<file path="src/hw/lpr_pkg.sv">
// constants, states and timing figures for the long-press reset generator
package lpr_pkg;
	localparam int unsigned CNT_W = 32; // width of every delay counter
	localparam int unsigned CLK_HZ = 50_000_000; // system clock rate
	localparam int unsigned MS_PER_S = 1000; // milliseconds in a second
	localparam int unsigned CYC_PER_MS = CLK_HZ / MS_PER_S; // cycles in one millisecond
	localparam int unsigned PRESS_STEP_MS = 500; // long_press_delay granularity, 0.5 s
	localparam int unsigned PRESS_STEPS_MIN = 1; // 0.5 s
	localparam int unsigned PRESS_STEPS_MAX = 20; // 10 s
	localparam int unsigned PRESS_STEPS_DEF = 3; // 1.5 s default build
	localparam int unsigned TEST_ENTRY_MS = 42; // test_entry_delay, typical
	localparam int unsigned FIXED_PULSE_MS = 210; // fixed_pulse_time, shorter build option
	localparam int unsigned TEST_DIVIDE = 128; // test_press_delay = long_press_delay / 128
	localparam logic [CNT_W-1:0] STEP_CYCLES = CNT_W'(PRESS_STEP_MS * CYC_PER_MS);
	localparam logic [CNT_W-1:0] ENTRY_CYCLES = CNT_W'(TEST_ENTRY_MS * CYC_PER_MS);
	localparam logic [CNT_W-1:0] PULSE_CYCLES = CNT_W'(FIXED_PULSE_MS * CYC_PER_MS);
	localparam logic [CNT_W-1:0] CNT_ONE = CNT_W'(1); // counter step
	localparam logic [1:0] SYNC_IDLE = 2'h0; // synchroniser reset pattern

	// sequencer states
	typedef enum logic [2:0] {
		ST_IDLE = 3'h0, // button released, output inactive
		ST_COUNT = 3'h1, // button held, counting the press delay
		ST_HELD = 3'h2, // output asserted while the button is held
		ST_PULSE = 3'h3, // output asserted for the fixed pulse time
		ST_WAIT = 3'h4, // pulse done, waiting for a quiet input
		ST_ENTRY = 3'h5, // overvoltage seen, counting the entry delay
		ST_TESTHELD = 3'h6 // output asserted while overvoltage stays
	} state_e;
endpackage : lpr_pkg

</file>
<file path="src/hw/delay_timer_if.sv">
// bundle between the sequencer and its delay timer
`timescale 1ns/1ps
`default_nettype none
interface delay_timer_if;
	logic restart; // start counting from zero
	logic [lpr_pkg::CNT_W-1:0] limit; // cycles to count
	logic done; // limit reached
	modport ctrl (output restart, output limit, input done);
	modport timer (input restart, input limit, output done);
endinterface : delay_timer_if
`default_nettype wire

</file>
<file path="src/hw/delay_timer.sv">
// up-counter that flags when a programmed number of cycles has passed
`timescale 1ns/1ps
`default_nettype none
module delay_timer (
	input wire logic clk,
	input wire logic rstSync,
	delay_timer_if.timer tmr
);
	logic [lpr_pkg::CNT_W-1:0] count; // cycles spent since restart
	logic [lpr_pkg::CNT_W-1:0] lastCount; // value at which the limit is met

	// limit of one or more; a zero limit behaves like one
	assign lastCount = (tmr.limit == '0) ? '0 : tmr.limit - lpr_pkg::CNT_ONE;
	assign tmr.done = (count >= lastCount);

	// count saturates so a stalled state never wraps and re-fires
	always_ff @(posedge clk or negedge rstSync) begin
		if (!rstSync) begin
			count <= '0;
		end else if (tmr.restart) begin
			count <= '0;
		end else if (!tmr.done) begin
			count <= count + lpr_pkg::CNT_ONE;
		end
	end
endmodule : delay_timer
`default_nettype wire

</file>
<file path="src/hw/long_press_reset_generator.sv">
// long-press reset generator: press timing, test mode and reset output drive
// Summary of operation
// - reset only after full continuous press delay
// - press delay fixed, 0.5 s to 10 s
// - short presses never cause reset
// - push-button input is active low
// - button-controlled variant releases on button release
// - fixed variant holds reset for pulse time
// - output polarity and drive type are build options
// - overvoltage starts 42 ms entry delay
// - entry expiry asserts reset as feedback
// - test mode press delay divided by 128
// - test mode persists until power cycle
// - power-up starts normal, output inactive
// - open-drain active-low output released at power-on
`timescale 1ns/1ps
`default_nettype none
module long_press_reset_generator #(
	parameter int unsigned PRESS_STEPS = lpr_pkg::PRESS_STEPS_DEF, // press delay in 0.5 s steps
	parameter logic [lpr_pkg::CNT_W-1:0] STEP_CYCLES = lpr_pkg::STEP_CYCLES, // cycles per step
	parameter logic [lpr_pkg::CNT_W-1:0] ENTRY_CYCLES = lpr_pkg::ENTRY_CYCLES, // test entry delay
	parameter logic [lpr_pkg::CNT_W-1:0] PULSE_CYCLES = lpr_pkg::PULSE_CYCLES, // fixed pulse time
	parameter bit FIXED_PULSE = 1'b0, // 1: fixed pulse, 0: button-controlled
	parameter bit ACTIVE_HIGH = 1'b0, // output polarity
	parameter bit OPEN_DRAIN = 1'b1 // output drive type
) (
	input wire logic clk,
	input wire logic nrst,
	input wire logic pushbutton_in_n,
	input wire logic overvoltage,
	output logic rstOut,
	output logic rstOeN,
	output logic testModeActive
);
	logic [1:0] rstPipe; // reset release pipeline
	logic rstSync; // reset copy used by all other logic
	logic ovMeta; // first overvoltage stage, read only by ovSync
	logic ovSync; // synchronised overvoltage flag
	lpr_pkg::state_e state; // current sequencer state
	lpr_pkg::state_e next_state; // state for the next edge
	logic testMode; // test-mode latch
	logic resetActive; // logical reset assertion, polarity free
	logic pressed; // button closure, decoded once
	logic next_testMode; // latch value for the next edge
	logic next_active; // next logical assertion
	logic next_level; // next pin level
	logic [lpr_pkg::CNT_W-1:0] pressCycles; // normal press delay in cycles
	logic [lpr_pkg::CNT_W-1:0] shortCycles; // test-mode press delay in cycles
	delay_timer_if tmrBus ();

	// build-time range guard for the press delay
	if (PRESS_STEPS < lpr_pkg::PRESS_STEPS_MIN || PRESS_STEPS > lpr_pkg::PRESS_STEPS_MAX) begin : g_badSteps
		$error("press delay steps out of range");
	end

	// reset asserts at once, releases two edges after nrst rises
	always_ff @(posedge clk or negedge nrst) begin
		if (!nrst) begin
			rstPipe <= lpr_pkg::SYNC_IDLE;
		end else begin
			rstPipe <= {rstPipe[0], 1'b1};
		end
	end
	assign rstSync = rstPipe[1];

	// overvoltage comparator output is asynchronous, so two flops
	always_ff @(posedge clk or negedge rstSync) begin
		if (!rstSync) begin
			ovMeta <= 1'b0;
			ovSync <= 1'b0;
		end else begin
			ovMeta <= overvoltage;
			ovSync <= ovMeta;
		end
	end

	// delay decoding
	assign pressed = !pushbutton_in_n;
	assign pressCycles = lpr_pkg::CNT_W'(PRESS_STEPS) * STEP_CYCLES;
	assign shortCycles = pressCycles / lpr_pkg::CNT_W'(lpr_pkg::TEST_DIVIDE);
	assign tmrBus.restart = (next_state != state);
	assign tmrBus.limit = (state == lpr_pkg::ST_ENTRY) ? ENTRY_CYCLES :
		(state == lpr_pkg::ST_PULSE) ? PULSE_CYCLES :
		testMode ? shortCycles : pressCycles;

	delay_timer u_timer (
		.clk(clk),
		.rstSync(rstSync),
		.tmr(tmrBus.timer)
	);

	// next-state decode
	always_comb begin
		next_state = state;
		unique case (state)
			lpr_pkg::ST_IDLE: begin
				if (pressed) begin
					next_state = lpr_pkg::ST_COUNT;
				end else if (ovSync && !testMode) begin
					next_state = lpr_pkg::ST_ENTRY;
				end
			end
			lpr_pkg::ST_COUNT: begin
				if (!pressed) begin
					next_state = lpr_pkg::ST_IDLE;
				end else if (tmrBus.done) begin
					next_state = FIXED_PULSE ? lpr_pkg::ST_PULSE : lpr_pkg::ST_HELD;
				end
			end
			lpr_pkg::ST_HELD: begin
				if (!pressed) begin
					next_state = lpr_pkg::ST_IDLE;
				end
			end
			lpr_pkg::ST_PULSE: begin
				// button state is ignored for the whole pulse
				if (tmrBus.done) begin
					next_state = lpr_pkg::ST_WAIT;
				end
			end
			lpr_pkg::ST_WAIT: begin
				// a still-held button must not retrigger a second pulse
				if (!pressed && !ovSync) begin
					next_state = lpr_pkg::ST_IDLE;
				end
			end
			lpr_pkg::ST_ENTRY: begin
				if (!ovSync) begin
					next_state = lpr_pkg::ST_IDLE;
				end else if (tmrBus.done) begin
					next_state = FIXED_PULSE ? lpr_pkg::ST_PULSE : lpr_pkg::ST_TESTHELD;
				end
			end
			lpr_pkg::ST_TESTHELD: begin
				if (!ovSync) begin
					next_state = lpr_pkg::ST_IDLE;
				end
			end
			default: begin
				next_state = lpr_pkg::ST_IDLE; // unused code recovers to idle
			end
		endcase
	end

	// latch and output decode
	assign next_testMode = testMode || (state == lpr_pkg::ST_ENTRY && ovSync && tmrBus.done);
	assign next_active = (next_state == lpr_pkg::ST_HELD) || (next_state == lpr_pkg::ST_PULSE) ||
		(next_state == lpr_pkg::ST_TESTHELD);
	assign next_level = ACTIVE_HIGH ? next_active : !next_active;

	// sequencer registers; only power-on clears the test latch
	always_ff @(posedge clk or negedge rstSync) begin
		if (!rstSync) begin
			state <= lpr_pkg::ST_IDLE;
			testMode <= 1'b0;
			resetActive <= 1'b0;
		end else begin
			state <= next_state;
			testMode <= next_testMode;
			resetActive <= next_active;
		end
	end

	// pins straight from flops; open drain only ever pulls low
	always_ff @(posedge clk or negedge rstSync) begin
		if (!rstSync) begin
			rstOut <= OPEN_DRAIN ? 1'b0 : !ACTIVE_HIGH;
			rstOeN <= OPEN_DRAIN ? !ACTIVE_HIGH : 1'b0;
			testModeActive <= 1'b0;
		end else begin
			rstOut <= OPEN_DRAIN ? 1'b0 : next_level;
			rstOeN <= OPEN_DRAIN ? next_level : 1'b0;
			testModeActive <= next_testMode;
		end
	end

	// helper counters watched only by the checks below
	logic [lpr_pkg::CNT_W-1:0] lowRun; // consecutive pressed cycles
	logic [lpr_pkg::CNT_W-1:0] activeRun; // cycles of the current assertion
	always_ff @(posedge clk or negedge rstSync) begin
		if (!rstSync) begin
			lowRun <= '0;
			activeRun <= '0;
		end else begin
			lowRun <= pressed ? lowRun + lpr_pkg::CNT_ONE : '0;
			activeRun <= resetActive ? activeRun + lpr_pkg::CNT_ONE : '0;
		end
	end
endmodule : long_press_reset_generator
`default_nettype wire

</file>
<file path="config.mk">
export PLATFORM = sky130hd
export DESIGN_NAME = long_press_reset_generator
export DESIGN_NICKNAME = d
export VERILOG_FILES = /design/src/hw/lpr_pkg.sv /design/src/hw/delay_timer_if.sv /design/src/hw/delay_timer.sv /design/src/hw/long_press_reset_generator.sv
export SDC_FILE = /design/constraint.sdc
export NUM_CORES = 1
export LEC_CHECK = 0
export ABC_AREA = 1
export BUFFER_PORTS_ARGS = -buffer_cell sky130_fd_sc_hd__clkbuf_2
export CAP_MARGIN = 10
export CORE_MARGIN = 8
export CORE_UTILIZATION = 40
export DETAILED_ROUTE_END_ITERATION = 8
export GPL_TIMING_DRIVEN = 0
export PLACE_DENSITY = 0.64
export SLEW_MARGIN = 25
export SYNTH_ARGS = -nofsm -noshare
export SYNTH_HDL_FRONTEND = slang
export SYNTH_SLANG_ARGS = --single-unit
</file>
<file path="constraint.sdc">
create_clock -name clk -period 3.34 [get_ports clk]
set_input_delay 0.668 -clock clk [delete_from_list [all_inputs] [get_ports clk]]
set_output_delay 0.668 -clock clk [all_outputs]
set_load 0.02 [all_outputs]
</file>
## Yosys cells after proc, flatten, opt, wreduce, memory -nomap -nowiden

Cells that the tools add are included.

| storage, ports and cells | value |
|---|---|
| register bits after elaboration | 41 |
| bits of input ports | 4 |
| output and inout bits | 3 |
| word-level logic and storage cells | 50 |

| cells by class | value |
|---|---|
| add/sub/neg operators | 2 |
| magnitude comparators | 1 |
| equal/unequal tests | 11 |
| muxes and demuxes | 17 |
| reductions and logical operators | 12 |

Operators with widths:

| kind | count |
|---|---|
| $mux W32 | 3 |
| $mux W27 | 3 |
| $add A32 B1 Y32 const B | 1 |
| $ge A32 B32 Y1 | 1 |
| $logic_not A32 Y1 | 1 |
| $mux W3 | 10 |
| $sub A27 B1 Y28 const B | 1 |
| $pmux W3 S7 | 1 |
| $eq A3 B2 Y1 const B | 4 |
| $eq A3 B3 Y1 const B | 4 |
| $logic_and A1 B1 Y1 | 4 |
| $eq A3 B1 Y1 const B | 1 |
| $logic_not A1 Y1 | 3 |
| $logic_not A3 Y1 | 1 |
| $logic_or A1 B1 Y1 | 3 |
| $ne A3 B3 Y1 | 1 |
| $ne A2 B2 Y1 const B | 1 |

## Longest topological paths before layout

| depth | value |
|---|---|
| depth after elaboration | 13 |
| gate-level depth with buffers | 28 |
| mapped depth without buffers | 26 |

## Cells and area by module

Synthesis repeated with hierarchy kept, for this count alone.

| second synthesis, totals | value |
|---|---|
| cell total of the unflattened synthesis | 763 |
| area, all modules | 4755.8 sq um |

Modules (own cells, without submodules):

| module | instances | cells each | area an instance (sq um) | seq. area each (sq um) |
|---|---|---|---|---|
| delay_timer | 1 | 691 | 4252.8 | 800.8 |
| long_press_reset_generator | 1 | 72 | 503.0 | 226.5 |

## Worst setup path before layout

OpenSTA, ideal clock, no wires.

| timing | value |
|---|---|
| path type | flip-flop to flip-flop |
| start point | register state[0] |
| end point | register u_timer.count[28] (netlist name) |
| setup time | 0.121 ns |
| arrival | 3.295 ns |
| data required time | 3.219 ns |
| setup slack | -0.076 ns |
| cell stages (with the launch flop) | 26 |
| buffers on the path | 1 |
| period minus slack after synthesis | 3.416 ns |
| path through | dfrtp_1 > inv_1 > nor2_1 > inv_1 > nor2_1 > nor2_1 > inv_1 > nor2_1 > inv_1 > ha_1 > xnor2_1 > ha_1 > nand2_1 > nor2_1 > nand2_1 > nor2_1 > nor2_1 > nand2_1 > nand2_2 > nand2_4 > inv_2 > o21ai_1 > o21ai_0 > nand3_4 > buf_6 > nor2_2 |

| on the way | value |
|---|---|
| cells in the longest elaborated chain, start to end | 11 |
| elaborated cells on any way between the ends | 27 |
| those cells by class | add/sub (1); order compare (1); eq/ne (8); mux (15); reduce/logical (2) |

Ends and longest elaborated chain:

| item | line | text |
|---|---|---|
| start, declared | long_press_reset_generator.sv:39 | `lpr_pkg::state_e state;` |
| start signal, assigned | long_press_reset_generator.sv:154 | `state <= lpr_pkg::ST_IDLE;` |
| start signal, assigned | long_press_reset_generator.sv:158 | `state <= next_state;` |
| $eq A3 B2 Y1 | long_press_reset_generator.sv:83, long_press_reset_generator.sv:95 |  |
| $mux W27 | long_press_reset_generator.sv:83 | `(state == lpr_pkg::ST_PULSE) ? PULSE_CYCLES :` |
| $mux W27 | long_press_reset_generator.sv:82 | `assign tmrBus.limit = (state == lpr_pkg::ST_ENTRY) ? ENTRY_CYCLES :` |
| $sub A27 B1 Y28 / $logic_not A32 Y1 (equally long branches) | delay_timer.sv:13 | `assign lastCount = (tmr.limit == '0) ? '0 : tmr.limit - lpr_pkg::CNT_ONE;` |
| $mux W32 | delay_timer.sv:13 |  |
| $ge A32 B32 Y1 | delay_timer.sv:14 | `assign tmr.done = (count >= lastCount);` |
| $mux W3 (on tied branches) | long_press_reset_generator.sv:130, long_press_reset_generator.sv:106 |  |
| $mux W3 (on tied branches) | long_press_reset_generator.sv:128, long_press_reset_generator.sv:104 |  |
| $pmux W3 S7 | long_press_reset_generator.sv:95 | `unique case (state)` |
| $ne A3 B3 Y1 | long_press_reset_generator.sv:81 | `assign tmrBus.restart = (next_state != state);` |
| $ne A2 B2 Y1 (no line) / $mux W32 (equally long branches) | - |  |
| end signal, assigned | delay_timer.sv:23 | `count <= count + lpr_pkg::CNT_ONE;` |
| end, declared | delay_timer.sv:9 | `logic [lpr_pkg::CNT_W-1:0] count;` |

Several ways; a longest one is shown, not always the timed one.
A chain may end at the register's enable or synchronous reset.

## Worst setup path after layout

| timing | value |
|---|---|
| start point | register state[2] |
| end point | register u_timer.count[9] (netlist name) |

The elaborated chain is that of the path after synthesis.

==> out/results.txt <==
Initial cell density of the core - 40.5%
Width of the die - 101 um
Detailed-route wire length per cell - 12.3 um
Clock transition at the registers of the reported paths - 0.09 ns
Via Count - 2360
Shortest clock period the worst path allows after layout - 3.28 ns
Core box area - 7100 sq um
Number of nets in the finished design - 421
Number of cells in the design after placement - 472
Post-route ant nets - 0
Vias in the first global route - 2305
Total of warnings raised by yosys - 0
Commonest cells post-synth - sky130_fd_sc_hd__nand2_1 (75), sky130_fd_sc_hd__nor2_1 (46), sky130_fd_sc_hd__inv_1 (43)
Number of CTS-inserted buffers - 5
Total number of clock tree sinks - 41
Fmax - 305 MHz
Critical path required time - 3.52 ns
Peak supply drop - 0.203 mV
Area growth from synthesis to layout - 21.3%
Die Ht - 101 um
Category of the critical setup timing path - register to register
Tcrit/Tclk final - 98.1%
Crit end category - register
Syn Inst Count - 365
Clock Path Buffers - 2
Count of input and output buffers - 5
Synth cell types - 38
Number of standard cells in the layout, taps in and fillers out - 491
Post-DR vias/cell - 4.81
Max Slew Vio Count - 0
Unrepaired setup endpoints after global routing - yes
Cell type with the highest occurrence count on the critical path - sky130_fd_sc_hd__nand2_2
Type of the most critical hold path - input port to async pin
Die area - 10100 sq um
Total routing usage reported by global routing - 12.6%
Share of async-settable or async-resettable flops after synthesis - 100%
FF+latch count, synth - 41
Maximum level of the CTS H-tree - 2
Count of fill cells added during filler insertion - 689
Sequential area share after synthesis - 35.8%
Kind of start point of the critical path - register
Most frequent cell after synthesis - sky130_fd_sc_hd__nand2_1
Library cell with the largest summed area after synthesis - sky130_fd_sc_hd__dfrtp_1
CTS tree - done
Tightest hold margin - 0.133 ns
Number of antenna violations at the first check in global routing - 0
Leading register cell type out of synthesis - sky130_fd_sc_hd__dfrtp_1
Worst EP arrival - 3.46 ns
EDFF count, synth - 0
Top cell family by delay on the critical path - simple AND/OR/NAND/NOR gates
Critical path buffer and inverter count - 5
Worst Skew - 0.00999 ns
Placed Area - 3050 sq um
Final Wtd Congestion - 0.854
Count of endpoints failing hold in the final timing report - 0
Slowest stage cell, crit path - sky130_fd_sc_hd__dfrtp_2
Worst reg2reg setup slack - 0.06 ns
Num ports - 7
Proportion of netlist area held by the largest area contributor - 34.8%
Clock Latency Late Sink - 0.30 ns
Count of TritonRoute iterations in the first routing pass - 4
Number of maximum-capacitance constraint violations - 0
Leak - 0.00163 uW
Clock root buffer - sky130_fd_sc_hd__clkbuf_8
Outcome - finished clean
Global-route wire length before repair - 10.2 mm
Mean instance size in the synthesized netlist - 7.87 sq um
CP Max Fanout - 8
Initial DRC Count - 91
Post-layout utilization of the core - 49.1%
GR Overflow Total - 0
Maximum number of pins on one net before global-route repair - 27
Std cell rows - 31
Share of layout cells above drive strength 1 - 25.0%
Largest cells by area after synthesis - sky130_fd_sc_hd__dfrtp_1 (35%), sky130_fd_sc_hd__ha_1 (11%), sky130_fd_sc_hd__nand2_1 (9.8%)
Power Density - 315 nW/um^2
Remaining routing DRC violations - 0
Final setup viols - 0
Final instance area - 3480 sq um
Post-DP HPWL - 4.43 mm
Detailed Route WL - 6.06 mm
Ant. Diodes - 0
Largest stage delay on the critical path - 0.48 ns
Cell area after synthesis - 2870 sq um
[worst paths after layout]
| check | start | end | cells after the start |
|---|---|---|---|
| setup / recovery | state[2] | u_timer.count[9] | 25 |
| hold / removal | nrst | rstPipe[1] | 1 |
| setup reg to reg | state[2] | u_timer.count[9] | 25 |
| hold reg to reg | rstPipe[1] | u_timer.count[14] | 0 |
| max in group asynchronous | rstPipe[1] | rstOeN | 1 |
| min in group clk | rstPipe[0] | rstPipe[1] | 0 |
[kinds of logic after synthesis]
family,count (synthesis),synth area share [%]
adders and majority gates,26,11.3
AOI/OAI and AO/OA,28,5.75
other,2,0.261
buffers and inverters,52,8.06
xor gates and xnor gates,26,7.93
DFF,41,35.8
and+or+nand+nor,190,30.9
[routing by layer]
metal	wire length (um)	GRT usage [%]
met4	76	3.49
met2	2970	22.7
met3	257	2.69
met5	0	0
met1	2750	14.5
[area by class of cell]
cell class	instances	area, sq um	share of cell area (%)
plain buffers	7	97.6	2.80
clock buffers	5	68.8	1.97
clock inverters	3	17.5	0.503
inverters	44	170	4.88
multi-input cells	274	1790	51.3
flip-flops and latches	41	1030	29.6
well taps	99	124	3.55
repair buffers	18	188	5.39
[stage by stage]
| step | total power [uW] | setup TNS [ns] | worst slack [ns] |
|---|---|---|---|
| floorplan | 677 | 0 | 0.0759 |
| global placement | 705 | -18.89 | -0.588 |
| detailed placement | 714 | -21.26 | -0.666 |
| CTS | 1050 | 0 | 0.0207 |
| global route | 1150 | -5.49 | -0.198 |
| finish | 1100 | 0 | 0.0624 |
[layout by cell type, fill, tap and decap left out, types with 5 or more instances in the layout]
cell type                  instances
sky130_fd_sc_hd__nand2_1          73
sky130_fd_sc_hd__clkbuf_2          5
sky130_fd_sc_hd__nor2_2           20
sky130_fd_sc_hd__dfrtp_1          36
sky130_fd_sc_hd__nor2_1           38
sky130_fd_sc_hd__nor2_4           19
sky130_fd_sc_hd__buf_4            10
sky130_fd_sc_hd__clkbuf_8          5
sky130_fd_sc_hd__nand3_1          16
sky130_fd_sc_hd__xor2_1           15
sky130_fd_sc_hd__a21oi_1          12
sky130_fd_sc_hd__nor3_1            6
sky130_fd_sc_hd__xnor2_1          10
sky130_fd_sc_hd__nand2_2           5
sky130_fd_sc_hd__inv_1            39
sky130_fd_sc_hd__ha_1             24
[power by group]
group | total [uW] | switching [uW] | leakage (uW) | internal, uW
combinational | 232 | 126 | 0.00104 | 107
clock | 326 | 181 | 0.0000439 | 144
sequential | 540 | 26.4 | 0.000545 | 513
[repair_timing]
| item | in CTS | in global routing |
|---|---|---|
| buffers inserted | 2 | 7 |
| pin swaps | 2 | 17 |
| cloned | 0 | 3 |
| resized for setup | 9 | 45 |
| hold buffers | 0 | 0 |
| endpoints found under the setup margin | 37 | 33 |
[registers in the layout, indices dropped and copies added, names as in the netlist]
| register | flops |
|---|---|
| u_timer.count | 32 |
| testModeActive | 1 |
| rstOeN | 1 |
| ovSync | 1 |
| rstPipe | 2 |
| state | 3 |
| ovMeta | 1 |
Power figures use the tool's default switching activity.
